$ cat src/hdl/nvp_pkg.sv
// package for the network value put block
`default_nettype none
package nvp_pkg;
  // Summary of operation
  // - rising trigger edge while idle latches operand into a buffer, then starts sending it
  // - operand is a signed 32-bit two's complement value
  // - trigger acknowledge follows the trigger input while it is active
  // - transfer status shows operand buffered and being passed to network
  // - failed send sets fault, held until next rising trigger edge
  // - up to 32 independent send block instances
  // - sends happen only while the station network is healthy
  // - status and fault outputs present from device revision 05 onward
  localparam int unsigned OPERAND_W = 32;
  localparam int unsigned MAX_BLOCKS = 32;
  localparam logic [7:0] FULL_REV = 8'h05;
  localparam logic signed [OPERAND_W-1:0] OPERAND_RST = 32'sh0000_0000;

  typedef enum logic [1:0] {
    NVP_IDLE,
    NVP_SEND,
    NVP_WAIT
  } nvp_state_e;

  // handshake toward the station network
  typedef struct packed {
    logic valid;
    logic signed [OPERAND_W-1:0] data;
    logic [4:0] block_id;
  } nvp_req_s;

  typedef struct packed {
    logic done;
    logic fail;
  } nvp_rsp_s;
endpackage : nvp_pkg
`default_nettype wire

$ cat src/hdl/nvp_sync.sv
// two flip-flop synchroniser
`timescale 1ns/1ps
`default_nettype none
module nvp_sync (
  input wire logic core_clk_i,
  input wire logic nrst_i,
  input wire logic en_i,
  input wire logic d_i,
  output logic q_o
);
  logic s1_q;
  always_ff @(posedge core_clk_i or negedge nrst_i) begin
    if (!nrst_i) begin
      s1_q <= 1'b0;
      q_o <= 1'b0;
    end else if (en_i) begin
      s1_q <= d_i;
      q_o <= s1_q;
    end
  end
endmodule : nvp_sync
`default_nettype wire

$ cat src/hdl/nvp_send.sv
// network value put send block
`timescale 1ns/1ps
`default_nettype none
module nvp_send #(
  parameter logic [4:0] BLOCK_ID = 5'h00,
  parameter logic [7:0] DEVICE_REV = nvp_pkg::FULL_REV
) (
  // clock and control
  input wire logic core_clk_i,
  input wire logic nrst_i,
  input wire logic clk_en_i,
  // user side
  input wire logic trigger_i,
  input wire logic signed [nvp_pkg::OPERAND_W-1:0] send_operand_i,
  input wire logic net_healthy_i,
  // network side
  output var nvp_pkg::nvp_req_s net_req_o,
  input wire nvp_pkg::nvp_rsp_s net_rsp_i,
  // status
  output logic trigger_ack_o,
  output logic xfer_in_progress_o,
  output logic xfer_fault_o
);
  localparam bit HAS_STATUS = (DEVICE_REV >= nvp_pkg::FULL_REV);

  function automatic logic is_idle(input nvp_pkg::nvp_state_e s);
    return s == nvp_pkg::NVP_IDLE;
  endfunction : is_idle

  logic [1:0] pin_raw;
  logic [1:0] pin_s;
  logic trig_s;
  logic health_s;
  logic trig_prev_q;
  logic rise;
  logic take;
  logic busy_d;
  logic signed [nvp_pkg::OPERAND_W-1:0] buf_q;
  nvp_pkg::nvp_state_e state_q;
  logic fault_q;

  // trigger and health come from pins
  assign pin_raw = {net_healthy_i, trigger_i};
  for (genvar g = 0; g < 2; g++) begin : g_pin_sync
    nvp_sync u_sync (
      .core_clk_i(core_clk_i),
      .nrst_i(nrst_i),
      .en_i(clk_en_i),
      .d_i(pin_raw[g]),
      .q_o(pin_s[g])
    );
  end
  assign trig_s = pin_s[0];
  assign health_s = pin_s[1];

  assign rise = trig_s & ~trig_prev_q;
  // a rise during a running job starts nothing, so the buffer stays put
  assign take = rise && is_idle(state_q);
  // a job runs from its take until done, fail or health loss
  assign busy_d = is_idle(state_q) ? (take && health_s) :
    (health_s && !net_rsp_i.fail && !net_rsp_i.done);

  always_ff @(posedge core_clk_i or negedge nrst_i) begin
    if (!nrst_i) begin
      trig_prev_q <= 1'b0;
    end else if (clk_en_i) begin
      trig_prev_q <= trig_s;
    end
  end

  // acknowledge mirrors the synchronised trigger
  always_ff @(posedge core_clk_i or negedge nrst_i) begin
    if (!nrst_i) begin
      trigger_ack_o <= 1'b0;
    end else if (clk_en_i) begin
      trigger_ack_o <= trig_s;
    end
  end

  // operand buffer, only loaded on a rising trigger edge while idle, even with the network down
  always_ff @(posedge core_clk_i or negedge nrst_i) begin
    if (!nrst_i) begin
      buf_q <= nvp_pkg::OPERAND_RST;
    end else if (clk_en_i && take) begin
      buf_q <= send_operand_i;
    end
  end

  // send sequencing
  always_ff @(posedge core_clk_i or negedge nrst_i) begin
    if (!nrst_i) begin
      state_q <= nvp_pkg::NVP_IDLE;
    end else if (clk_en_i) begin
      case (state_q)
        nvp_pkg::NVP_IDLE: begin
          if (take && health_s) begin
            state_q <= nvp_pkg::NVP_SEND;
          end
        end
        nvp_pkg::NVP_SEND: begin
          if (!health_s || net_rsp_i.fail || net_rsp_i.done) begin
            state_q <= nvp_pkg::NVP_IDLE;
          end else begin
            state_q <= nvp_pkg::NVP_WAIT;
          end
        end
        nvp_pkg::NVP_WAIT: begin
          if (!health_s || net_rsp_i.fail || net_rsp_i.done) begin
            state_q <= nvp_pkg::NVP_IDLE;
          end
        end
        default: begin
          state_q <= nvp_pkg::NVP_IDLE;
        end
      endcase
    end
  end

  // fault: set on failure or trigger without network, cleared by new job
  always_ff @(posedge core_clk_i or negedge nrst_i) begin
    if (!nrst_i) begin
      fault_q <= 1'b0;
    end else if (clk_en_i) begin
      if (take && !health_s) begin
        fault_q <= 1'b1;
      end else if (!is_idle(state_q) && (net_rsp_i.fail || !health_s)) begin
        fault_q <= 1'b1;
      end else if (take) begin
        fault_q <= 1'b0;
      end
    end
  end

  // request held for the whole job, peer picks it up unasked
  always_ff @(posedge core_clk_i or negedge nrst_i) begin
    if (!nrst_i) begin
      net_req_o <= '0;
      xfer_in_progress_o <= 1'b0;
      xfer_fault_o <= 1'b0;
    end else if (clk_en_i) begin
      net_req_o.valid <= busy_d;
      net_req_o.data <= take ? send_operand_i : buf_q;
      net_req_o.block_id <= BLOCK_ID;
      xfer_in_progress_o <= HAS_STATUS && busy_d;
      xfer_fault_o <= HAS_STATUS && fault_q;
    end
  end

  // checks
  property p_ack_follows;
    @(posedge core_clk_i) disable iff (!nrst_i)
      clk_en_i |=> (trigger_ack_o == $past(trig_s));
  endproperty
  a_ack_follows: assert property (p_ack_follows) else $error("ack does not follow trigger");

  property p_latch;
    @(posedge core_clk_i) disable iff (!nrst_i)
      (clk_en_i && take) |=> (buf_q == $past(send_operand_i));
  endproperty
  a_latch: assert property (p_latch) else $error("operand not latched on rising edge");

  property p_hold;
    @(posedge core_clk_i) disable iff (!nrst_i)
      !take |=> $stable(buf_q);
  endproperty
  a_hold: assert property (p_hold) else $error("buffer changed without trigger");

  property p_no_send_unhealthy;
    @(posedge core_clk_i) disable iff (!nrst_i)
      (clk_en_i && !health_s) |=> !net_req_o.valid;
  endproperty
  a_no_send_unhealthy: assert property (p_no_send_unhealthy) else $error("send while network down");

  property p_start;
    @(posedge core_clk_i) disable iff (!nrst_i)
      (clk_en_i && rise && health_s && state_q == nvp_pkg::NVP_IDLE) |=>
        (net_req_o.valid && net_req_o.data == buf_q);
  endproperty
  a_start: assert property (p_start) else $error("send not started after trigger");

  property p_status;
    @(posedge core_clk_i) disable iff (!nrst_i)
      HAS_STATUS |-> (xfer_in_progress_o == net_req_o.valid);
  endproperty
  a_status: assert property (p_status) else $error("status disagrees with request");

  property p_fault_set;
    @(posedge core_clk_i) disable iff (!nrst_i)
      (clk_en_i && state_q != nvp_pkg::NVP_IDLE && net_rsp_i.fail) |=> fault_q;
  endproperty
  a_fault_set: assert property (p_fault_set) else $error("fault not set on failure");

  property p_fault_sticky;
    @(posedge core_clk_i) disable iff (!nrst_i)
      (fault_q && !take) |=> fault_q;
  endproperty
  a_fault_sticky: assert property (p_fault_sticky) else $error("fault cleared without new job");

  property p_fault_clear;
    @(posedge core_clk_i) disable iff (!nrst_i)
      (clk_en_i && take && health_s) |=> !fault_q;
  endproperty
  a_fault_clear: assert property (p_fault_clear) else $error("fault not cleared by new job");

  property p_fault_out;
    @(posedge core_clk_i) disable iff (!nrst_i)
      (clk_en_i && !HAS_STATUS) |=> !xfer_fault_o && !xfer_in_progress_o;
  endproperty
  a_fault_out: assert property (p_fault_out) else $error("status outputs on early revision");

  property p_stop;
    @(posedge core_clk_i) disable iff (!nrst_i)
      (clk_en_i && !is_idle(state_q) && (net_rsp_i.done || net_rsp_i.fail)) |=> !net_req_o.valid;
  endproperty
  a_stop: assert property (p_stop) else $error("request kept after transfer ended");

  c_send_done: cover property (@(posedge core_clk_i) disable iff (!nrst_i)
    net_req_o.valid ##[1:20] net_rsp_i.done);
  c_fail: cover property (@(posedge core_clk_i) disable iff (!nrst_i) $rose(xfer_fault_o));
  c_fault_clear: cover property (@(posedge core_clk_i) disable iff (!nrst_i) $fell(xfer_fault_o));
  c_retrig: cover property (@(posedge core_clk_i) disable iff (!nrst_i) rise && !is_idle(state_q));
endmodule : nvp_send
`default_nettype wire

$ cat config.mk
export PLATFORM = sky130hd
export DESIGN_NAME = nvp_send
export DESIGN_NICKNAME = d
export VERILOG_FILES = /design/src/hdl/nvp_pkg.sv /design/src/hdl/nvp_sync.sv /design/src/hdl/nvp_send.sv
export SDC_FILE = /design/constraint.sdc
export NUM_CORES = 1
export LEC_CHECK = 0
export BUFFER_PORTS_ARGS = -buffer_cell sky130_fd_sc_hd__buf_2
export CORE_ASPECT_RATIO = 2
export CORE_UTILIZATION = 35
export DETAILED_ROUTE_END_ITERATION = 8
export PLACE_DENSITY = 0.55
export SLEW_MARGIN = 20
export SYNTH_ARGS = -nofsm -noshare
export SYNTH_HDL_FRONTEND = slang
export SYNTH_SLANG_ARGS = --single-unit
export TNS_END_PERCENT = 20
$ cat constraint.sdc
create_clock -name core_clk_i -period 1.54 [get_ports core_clk_i]
set_input_delay 0.308 -clock core_clk_i [delete_from_list [all_inputs] [get_ports core_clk_i]]
set_output_delay 0.308 -clock core_clk_i [all_outputs]
set_load 0.01 [all_outputs]
==> results of run 1 <==
==> power breakdown <==
| part | switching, W | total, W | internal, W |
|---|---|---|---|
| registers | 0.000357 | 0.00299 | 0.00263 |
| logic | 0.000728 | 0.00178 | 0.00105 |
| clock network | 0.000780 | 0.00200 | 0.00122 |
==> critical path: stages, from the launching register on <==
cell	delay [ns]
dfrtp_2	0.43
nor4b_4	0.28
buf_4	0.16
nor2b_4	0.06
buf_12	0.15
a221o_2	0.34
==> sequential cells by signal, summed over array words and instances (netlist names), 2 cells and up <==
register                cells
g_pin_sync.u_sync.s1_q      2
g_pin_sync.u_sync.q_o       2
net_req_o                  32
buf_q                      32
state_q                     2
==> layout make-up <==
cell class	count	area [µm²]
clock inverter	2	10.0
sequential	74	1850
timing repair buffer	97	683
clock buffer	14	274
inverter	4	15.0
tap	100	125
fill	821	4560
multi-input combinational	123	1130
==> cells in the mapped netlist <==
cell / count
o21ai_0: 3
buf_6: 7
conb_1: 1
o22ai_1: 1
nand2_1: 1
a221o_2: 22
mux2_2: 37
a21oi_1: 1
nand2_2: 1
a32o_1: 1
and2_2: 1
o311ai_0: 1
dfrtp_1: 74
clkbuf_1: 2
nand2b_1: 1
buf_1: 2
or2_2: 1
nand3_1: 1
inv_1: 4
buf_4: 9
nor4b_4: 1
buf_2: 2
a221o_1: 10
nor2b_1: 33
o221ai_1: 1
and3b_2: 1
==> how the worst min path moves through the flow <==
stage | from | depth (start not counted) | endpoint
after floorplan | nrst_i | 0 | buf_q[0]$_DFFE_PN0P_
after global placement | nrst_i | 1 | net_req_o[29]$_DFFE_PN0P_
after detailed placement | nrst_i | 1 | buf_q[24]$_DFFE_PN0P_
after CTS | trigger_i | 2 | g_pin_sync[0].u_sync.s1_q$_DFFE_PN0P_
after global routing | net_healthy_i | 2 | g_pin_sync[1].u_sync.s1_q$_DFFE_PN0P_
final | net_healthy_i | 2 | g_pin_sync[1].u_sync.s1_q$_DFFE_PN0P_
==> per-layer routing <==
layer  routed length [µm]  part of all wire
met1                 3020              0.40
met5                    0                 0
met2                 4040              0.53
met4                  163             0.022
met3                  357             0.047
==> kinds of logic (layout without fill, tap and decap cells) <==
logic type	count (synthesis)	after routing	synth area share
simple gates	41	41	0.0878
other cells	1	5	0.00120
compound gates	40	40	0.128
flops	74	74	0.591
buf+inv	26	117	0.0595
mux	37	37	0.133
==> through the flow <==
step / std cells / setup TNS, ns / instance area, µm² / power, W / setup slack (ns)
final: 414 / -0.0143 / 4090 / 0.00677 / -0.00492
after global routing: 414 / -1.87 / 4090 / 0.00713 / -0.0486
after CTS: 412 / -0.00994 / 4050 / 0.00682 / -0.00542
after detailed placement: 388 / -0.00882 / 3630 / 0.00470 / -0.00694
after global placement: 388 / 0 / 3630 / 0.00463 / 0.0304
after floorplan: 223 / 0 / 3150 / 0.00406 / 0.00536
==> repair_timing <==
action | 4_1_cts | 5_1_grt
endpoints found under the setup margin | 23 | 64
cloned | 3 | 1
buffers inserted | 4 | 1
hold buffers | 1 | 0
resized for setup | 7 | 2
endpoints found under the hold margin | 28 | 0
pin swaps | 1 | 21
==> run summary, run 1 <==
Num CTS Buffers: 9
die width: 68.9 µm
R2R Path End: net_req_o[16]$_DFFE_PN0P_
crit end category: flip-flop
layout cell share with drive strength beyond 1: 0.561
vias per cell: 5.08
antenna-violating nets left: 0
final net count: 348
IO Port Bufs: 74
via count: 2,105
vias in the first global route: 2,194
flop-to-flop setup slack: -0.005 ns
max-slew violations: 0
CTS root buf: clkbuf_16
GR Util met3: 0.0445
Ant. Diodes: 0
Critical Path Source Type: flip-flop
DRT iter0 DRCs: 116
post-synthesis register bit count: 74
Hold Crit Class: in2reg
DR pass1 iterations: 4
Worst Path Max Fanout: 12
clock period minus worst slack: 1.54 ns
Row Count: 48
CTS Buffer Depth: 2
RR Startpoint: state_q[0]$_DFFE_PN0P_
die span in y: 136 µm
Initial Util: 0.363
Final setup viols: 3
Final Util: 0.473
Worst-Skew Late Latency: 0.33 ns
Netlist Area Pre-Place: 3140 µm²
GR Util met1: 0.210
final wirelength: 7580 µm
GP Congestion: 0.789
core area: 8650 µm²
CTS Sinks: 74
reg2reg path depth: 5
yosys warns: 0
final hold vios: 0
DR DRC count: 0
GRT Max-Usage Layer: met2
maxcap violations: 0
WL/cell: 18.3 µm
failing checks: setup timing
Power Density: 1660 nW/µm²
post-synth top area share: 0.591
CP arrival: 1.76 ns
Total GRT Usage: 0.179
critical path required time: 1.76 ns
synth top area cells: dfrtp_1 (59%), mux2_2 (13%), a221o_2 (7.9%)
RSZ-0062 raised after global routing: yes
Worst setup endpoint: net_req_o[16]$_DFFE_PN0P_
register area share after synthesis: 0.591
Cells after Synth: 219
Yosys top cell by area: dfrtp_1
Lkg Pwr: 1.93 nW
total global routing overflow: 0
critical path launch point: state_q[0]$_DFFE_PN0P_
initial antenna violation count: 0
pin count of the biggest net entering global routing: 33
final worst-path cycle share: 1.00
met2 Use GR: 0.290
hold_ws: 0.204 ns
post-DP HPWL: 4670 µm
Die Area: 9360 µm²
Max Freq: 0.647 GHz
VDD IR max: 0.674 mV
Synth cell types: 26
global-route wire length before repair: 11,600 µm
leading cell types in the layout, fill and taps excluded: dfrtp_1 (73), buf_2 (73), mux2_2 (37), nor2b_1 (32), a221o_2 (22)
outcome: finished with violations
CTS tree: done
# IOs: 80
CTS clk-pin slew, worst paths: 0.06 ns
Clock Skew: 0.00346 ns
synthesized area per cell: 14.3 µm²
Worst Setup Slack, final: -0.00492 ns
area grow syn2layout: 30.3%
WS Path Type: reg2reg
H-tree depth: 3
Power figures use the tool's default switching activity.
==> inputs of run 2 (changes only) <==
- CORE_MARGIN: not set -> 2
- SLEW_MARGIN: 20 -> 30
- clock period: 1.54 -> 1.4 ns (I/O delays scaled with it)
==> run 2 against run 1 <==
The run still ends with setup timing left. Global-route usage shrank 1.0 points. Count of clock-buffer cells in the layout is the same. Flip-flop and latch count is the same. Highest routed layer unchanged. Critical endpoint is now buf_q[31]$_DFFE_PN0P_.
==> run summary, run 2 (synthesis results as in run 1) <==
outcome: finished with violations
failing checks: setup timing
Row Count: 48
CTS tree: done
clock period minus worst slack: 1.59 ns
Die Area: 9780 µm²
post-DP HPWL: 4760 µm
DRT iter0 DRCs: 138
RSZ-0062 raised after global routing: yes
via count: 2,151
clock share of power: 0.292
Fill cells: 837
antenna-violating nets left: 0
global-route wire length before repair: 12,100 µm
Worst Path Max Fanout: 7
DR DRC count: 0
leading cell types in the layout, fill and taps excluded: dfrtp_1 (73), buf_2 (73), mux2_2 (37), nor2b_1 (32), a221o_2 (22)
Flop pwr share: 0.442
largest registers: buf_q: 32 flops, net_req_o: 32 flops
vias per cell: 5.21
Worst-Skew Late Latency: 0.33 ns
WL/cell: 18.7 µm
vias in the first global route: 2,186
area grow syn2layout: 31.7%
initial antenna violation count: 0
IO Port Bufs: 74
final worst-path cycle share: 1.14
DR pass1 iterations: 4
H-tree depth: 3
total global routing overflow: 0
CTS root buf: clkbuf_16
sw power: 0.00205 W
Hold Crit Class: in2reg
Ant. Diodes: 0
crit path cell chain: nor4b_4 > buf_4 > nand2_8 > buf_12 > mux2_2
core area: 8650 µm²
Largest stage delay, worst path: 0.41 ns
Num CTS Buffers: 9
pin count of the biggest net entering global routing: 29
Max Freq: 0.627 GHz
CTS Buffer Depth: 2
CP top delay family: simple AND/OR/NAND/NOR gates
die span in y: 138 µm
Clock Skew: 0.00425 ns
Worst Setup Slack, final: -0.195 ns
VDD IR max: 0.823 mV
CTS Sinks: 74
Sw Ratio: 0.274
critical path required time: 1.61 ns
Initial Util: 0.363
Internal: 0.00542 W
max-slew violations: 0
die width: 70.9 µm
crit end category: flip-flop
maxcap violations: 0
sequential cell area: 1850 µm²
multi-input combinational cell area: 1130 µm²
GP Congestion: 0.719
final net count: 347
Final Util: 0.477
CP max stage cell: dfrtp_1
Power Density: 1810 nW/µm²
Critical Path Source Type: flip-flop
CTS clk-pin slew, worst paths: 0.05 ns
CP arrival: 1.80 ns
WS Path Type: reg2reg
final wirelength: 7720 µm
Total GRT Usage: 0.169
Lkg Pwr: 1.94 nW
final hold vios: 0
Final setup viols: 65
Comb power frac: 0.266
layout cell share with drive strength beyond 1: 0.559
Post-Layout Cell Count: 413
# IOs: 80
Inst Count DP: 387
CP Buf/Inv Count: 2
## run 2: cell types whose count changed in the layout (fill, tap and decap cells not counted)
| cell | change |
|---|---|
| buf_6 | -1 |
| nand2_8 | +1 |
| buf_12 | +2 |
| nand2_4 | -1 |
| buf_16 | +1 |
| buf_4 | -3 |
## run 2: routing by layer
layer  GRT usage  part of all wire  up-vias
met1       0.192              0.39     1101
met5           0                 0        -
met2       0.292              0.55       57
met4      0.0776             0.016        0
li1            -                 -      985
met3      0.0458             0.045        8
## run 2: worst reg2reg max path, delay by kind of cell, from the launching register on
kind	cells	cell delay [ns]
and+or+nand+nor	2	0.42
buffers and inverters	2	0.37
DFF	1	0.41
muxes	1	0.28
## run 2: final timing paths
path	slack, ns	endpoint	start	depth (start not counted)
setup / recovery	-0.19	buf_q[31]$_DFFE_PN0P_	trigger_ack_o$_DFFE_PN0P_	5
hold / removal	0.18	g_pin_sync[1].u_sync.s1_q$_DFFE_PN0P_	net_healthy_i	2
setup reg to reg	-0.19	buf_q[31]$_DFFE_PN0P_	trigger_ack_o$_DFFE_PN0P_	5
hold reg to reg	0.49	net_req_o[15]$_DFFE_PN0P_	buf_q[10]$_DFFE_PN0P_	1
max in group asynchronous	0.47	state_q[1]$_DFFE_PN0P_	nrst_i	3
min in group asynchronous	0.42	buf_q[7]$_DFFE_PN0P_	nrst_i	2
## run 2: through the flow
stage / hold slack (ns) / instance area (µm²) / setup slack, ns / total power [W] / TNS, ns
2_1_floorplan: -0.0156 / 3150 / -0.122 / 0.00446 / -4.26
3_3_place_gp: 0.230 / 3640 / -0.135 / 0.00512 / -7.54
3_5_place_dp: 0.237 / 3640 / -0.195 / 0.00519 / -10.70
5_1_grt: 0.176 / 4130 / -0.262 / 0.00788 / -14.72
6_report: 0.181 / 4130 / -0.195 / 0.00746 / -10.52
4_1_cts: 0.168 / 4120 / -0.165 / 0.00756 / -9.78
## run 2: power groups by stage
stage          Combinational (W)  Clock, W  Sequential, W
2_1_floorplan            0.00106         0        0.00340
3_3_place_gp             0.00181         0        0.00330
3_5_place_dp             0.00187         0        0.00332
4_1_cts                  0.00202   0.00224        0.00330
5_1_grt                  0.00215   0.00233        0.00340
6_report                 0.00199   0.00218        0.00330
## run 2: area by class of cell
| type | count | area share |
|---|---|---|
| Timing Repair Buffer | 96 | 0.174 |
| Inverter | 4 | 0.00364 |
| Clock buffer | 14 | 0.0664 |
| Multi-Input combinational cell | 123 | 0.275 |
| Tap cell | 100 | 0.0303 |
| Sequential cell | 74 | 0.449 |
| Clock inverter | 2 | 0.00242 |
## run 2: repair_timing
item | 4_1_cts | 5_1_grt
hold buffers | 1 | 0
endpoints found under the hold margin | 25 | 0
gates resized for setup | 11 | 1
endpoints found under the setup margin | 65 | 65
setup buffers | 4 | 1
cloned | 5 | 0
pin swaps | 2 | 0
==> inputs of run 3 (changes only) <==
- BUFFER_PORTS_ARGS: -buffer_cell sky130_fd_sc_hd__buf_2 -> not set
- DONT_BUFFER_PORTS: not set -> 1
- PLACE_DENSITY: 0.55 -> 0.47
- SLEW_MARGIN: 30 -> 20
==> run 3 against run 2 <==
The run ends with hold timing, setup timing left. Clock skew grew 0.0020 ns. Via count shrank 14%. Sequential power rose by 6.7%. Global-route usage down 1.2 points. Maximum frequency rose by 2.7%. Critical path type unchanged. Highest routed layer unchanged.
==> run summary, run 3 (synthesis results as in run 1) <==
Num CTS Buffers: 9
Final setup viols: 64
final wirelength: 7230 µm
leading cell types in the layout, fill and taps excluded: dfrtp_1 (73), mux2_2 (37), nor2b_1 (32), a221o_2 (22), a221o_1 (10)
crit end category: flip-flop
CTS Sinks: 74
final hold vios: 74
total power: 0.00725 W
critical path required time: 1.61 ns
WS Path Type: reg2reg
layout cell share with drive strength beyond 1: 0.414
CTS Buffer Depth: 2
via count: 1,858
Initial Util: 0.363
Critical Path Source Type: flip-flop
IO Port Bufs: 0
Die Area: 9780 µm²
Worst-Skew Late Latency: 0.33 ns
maxcap violations: 0
DR pass1 iterations: 4
post-DP HPWL: 4260 µm
outcome: finished with violations
sw power: 0.00193 W
clock share of power: 0.337
pin count of the biggest net entering global routing: 75
vias per cell: 5.60
Max Freq: 0.644 GHz
final net count: 266
die span in y: 138 µm
max-slew violations: 0
area grow syn2layout: 16.4%
Sw Ratio: 0.266
DR DRC count: 0
Flop pwr share: 0.486
reg2reg path depth: 5
VDD IR max: 0.843 mV
Final Util: 0.422
antenna-violating nets left: 0
Comb power frac: 0.177
H-tree depth: 3
RSZ-0062 raised after global routing: yes
WL/cell: 21.8 µm
Total GRT Usage: 0.157
final worst-path cycle share: 1.11
CTS clk-pin slew, worst paths: 0.06 ns
GP Congestion: 0.718
Hold Crit Class: in2async
Internal: 0.00532 W
Fill cells: 813
vias in the first global route: 2,014
total global routing overflow: 0
most common cell after layout, fill and taps aside: dfrtp_1
global-route wire length before repair: 11,400 µm
core area: 8650 µm²
CP arrival: 1.76 ns
DRT iter0 DRCs: 59
CTS root buf: clkbuf_16
Worst Path Max Fanout: 16
clock period minus worst slack: 1.55 ns
CTS tree: done
Clock Skew: 0.00629 ns
Power Density: 1990 nW/µm²
failing checks: hold timing, setup timing
largest registers: buf_q: 32 flops, net_req_o: 32 flops
Row Count: 48
die width: 70.9 µm
Lkg Pwr: 1.57 nW
# IOs: 80
Ant. Diodes: 0
Worst Setup Slack, final: -0.153 ns
initial antenna violation count: 0
hold_ws: -0.361 ns
-- run 3: routing by layer --
layer	track usage	vias to the layer above	wire, µm
met5	0	-	0
li1	-	814	-
met1	0.174	958	2760
met4	0.0849	0	199
met2	0.261	71	3790
met3	0.0560	15	478
-- run 3: layout make-up --
type / count / area, µm² / area share
flip-flops and latches: 74 / 1850 / 0.508
multi-input cells: 125 / 1150 / 0.316
clock buffers: 10 / 229 / 0.0627
repair buffers: 13 / 183 / 0.0501
well taps: 100 / 125 / 0.0343
clock inverters: 6 / 91.3 / 0.0250
inverters: 4 / 15.0 / 0.00411
-- run 3: path summary, 6_finish.rpt --
path	startpoint	to	slack (ns)
worst max-delay path	state_q[0]$_DFFE_PN0P_	net_req_o[33]$_DFFE_PN0P_	-0.15
worst min-delay path	nrst_i	net_req_o[8]$_DFFE_PN0P_	-0.36
worst max register to register	state_q[0]$_DFFE_PN0P_	net_req_o[33]$_DFFE_PN0P_	-0.15
worst min register to register	fault_q$_DFFE_PN0P_	fault_q$_DFFE_PN0P_	0.49
max in group asynchronous	nrst_i	net_req_o[28]$_DFFE_PN0P_	1.63
min in group core_clk_i	clk_en_i	g_pin_sync[0].u_sync.q_o$_DFFE_PN0P_	0.07
-- run 3: critical path, stage by stage (launching register included) --
cell and delay, ns:
dfrtp_1 0.42, nor4b_4 0.30, buf_4 0.15, buf_6 0.12, nor2b_4 0.10, a221o_2 0.34
-- run 3: repair_timing --
item | in CTS | in global routing
gates cloned | 4 | 0
hold endpoints to repair | 74 | 74
endpoints found under the setup margin | 65 | 65
buffers inserted | 2 | 1
pin swaps | 2 | 1
gates resized for setup | 7 | 2
-- run 3: power groups by stage --
stage          combinational, W  clock, W  sequential [W]
2_1_floorplan           0.00106         0         0.00340
3_3_place_gp            0.00113         0         0.00353
3_5_place_dp            0.00120         0         0.00356
4_1_cts                 0.00129   0.00250         0.00354
5_1_grt                 0.00139   0.00259         0.00363
6_report                0.00128   0.00244         0.00352
-- run 3: through the flow --
step / instances / instance area [µm²] / worst slack (ns) / setup TNS, ns
after floorplan: 223 / 3150 / -0.122 / -4.26
after global placement: 309 / 3210 / -0.251 / -9.96
after detailed placement: 309 / 3210 / -0.357 / -14.53
after CTS: 331 / 3630 / -0.168 / -8.46
after global routing: 332 / 3650 / -0.197 / -10.53
final: 332 / 3650 / -0.153 / -7.49
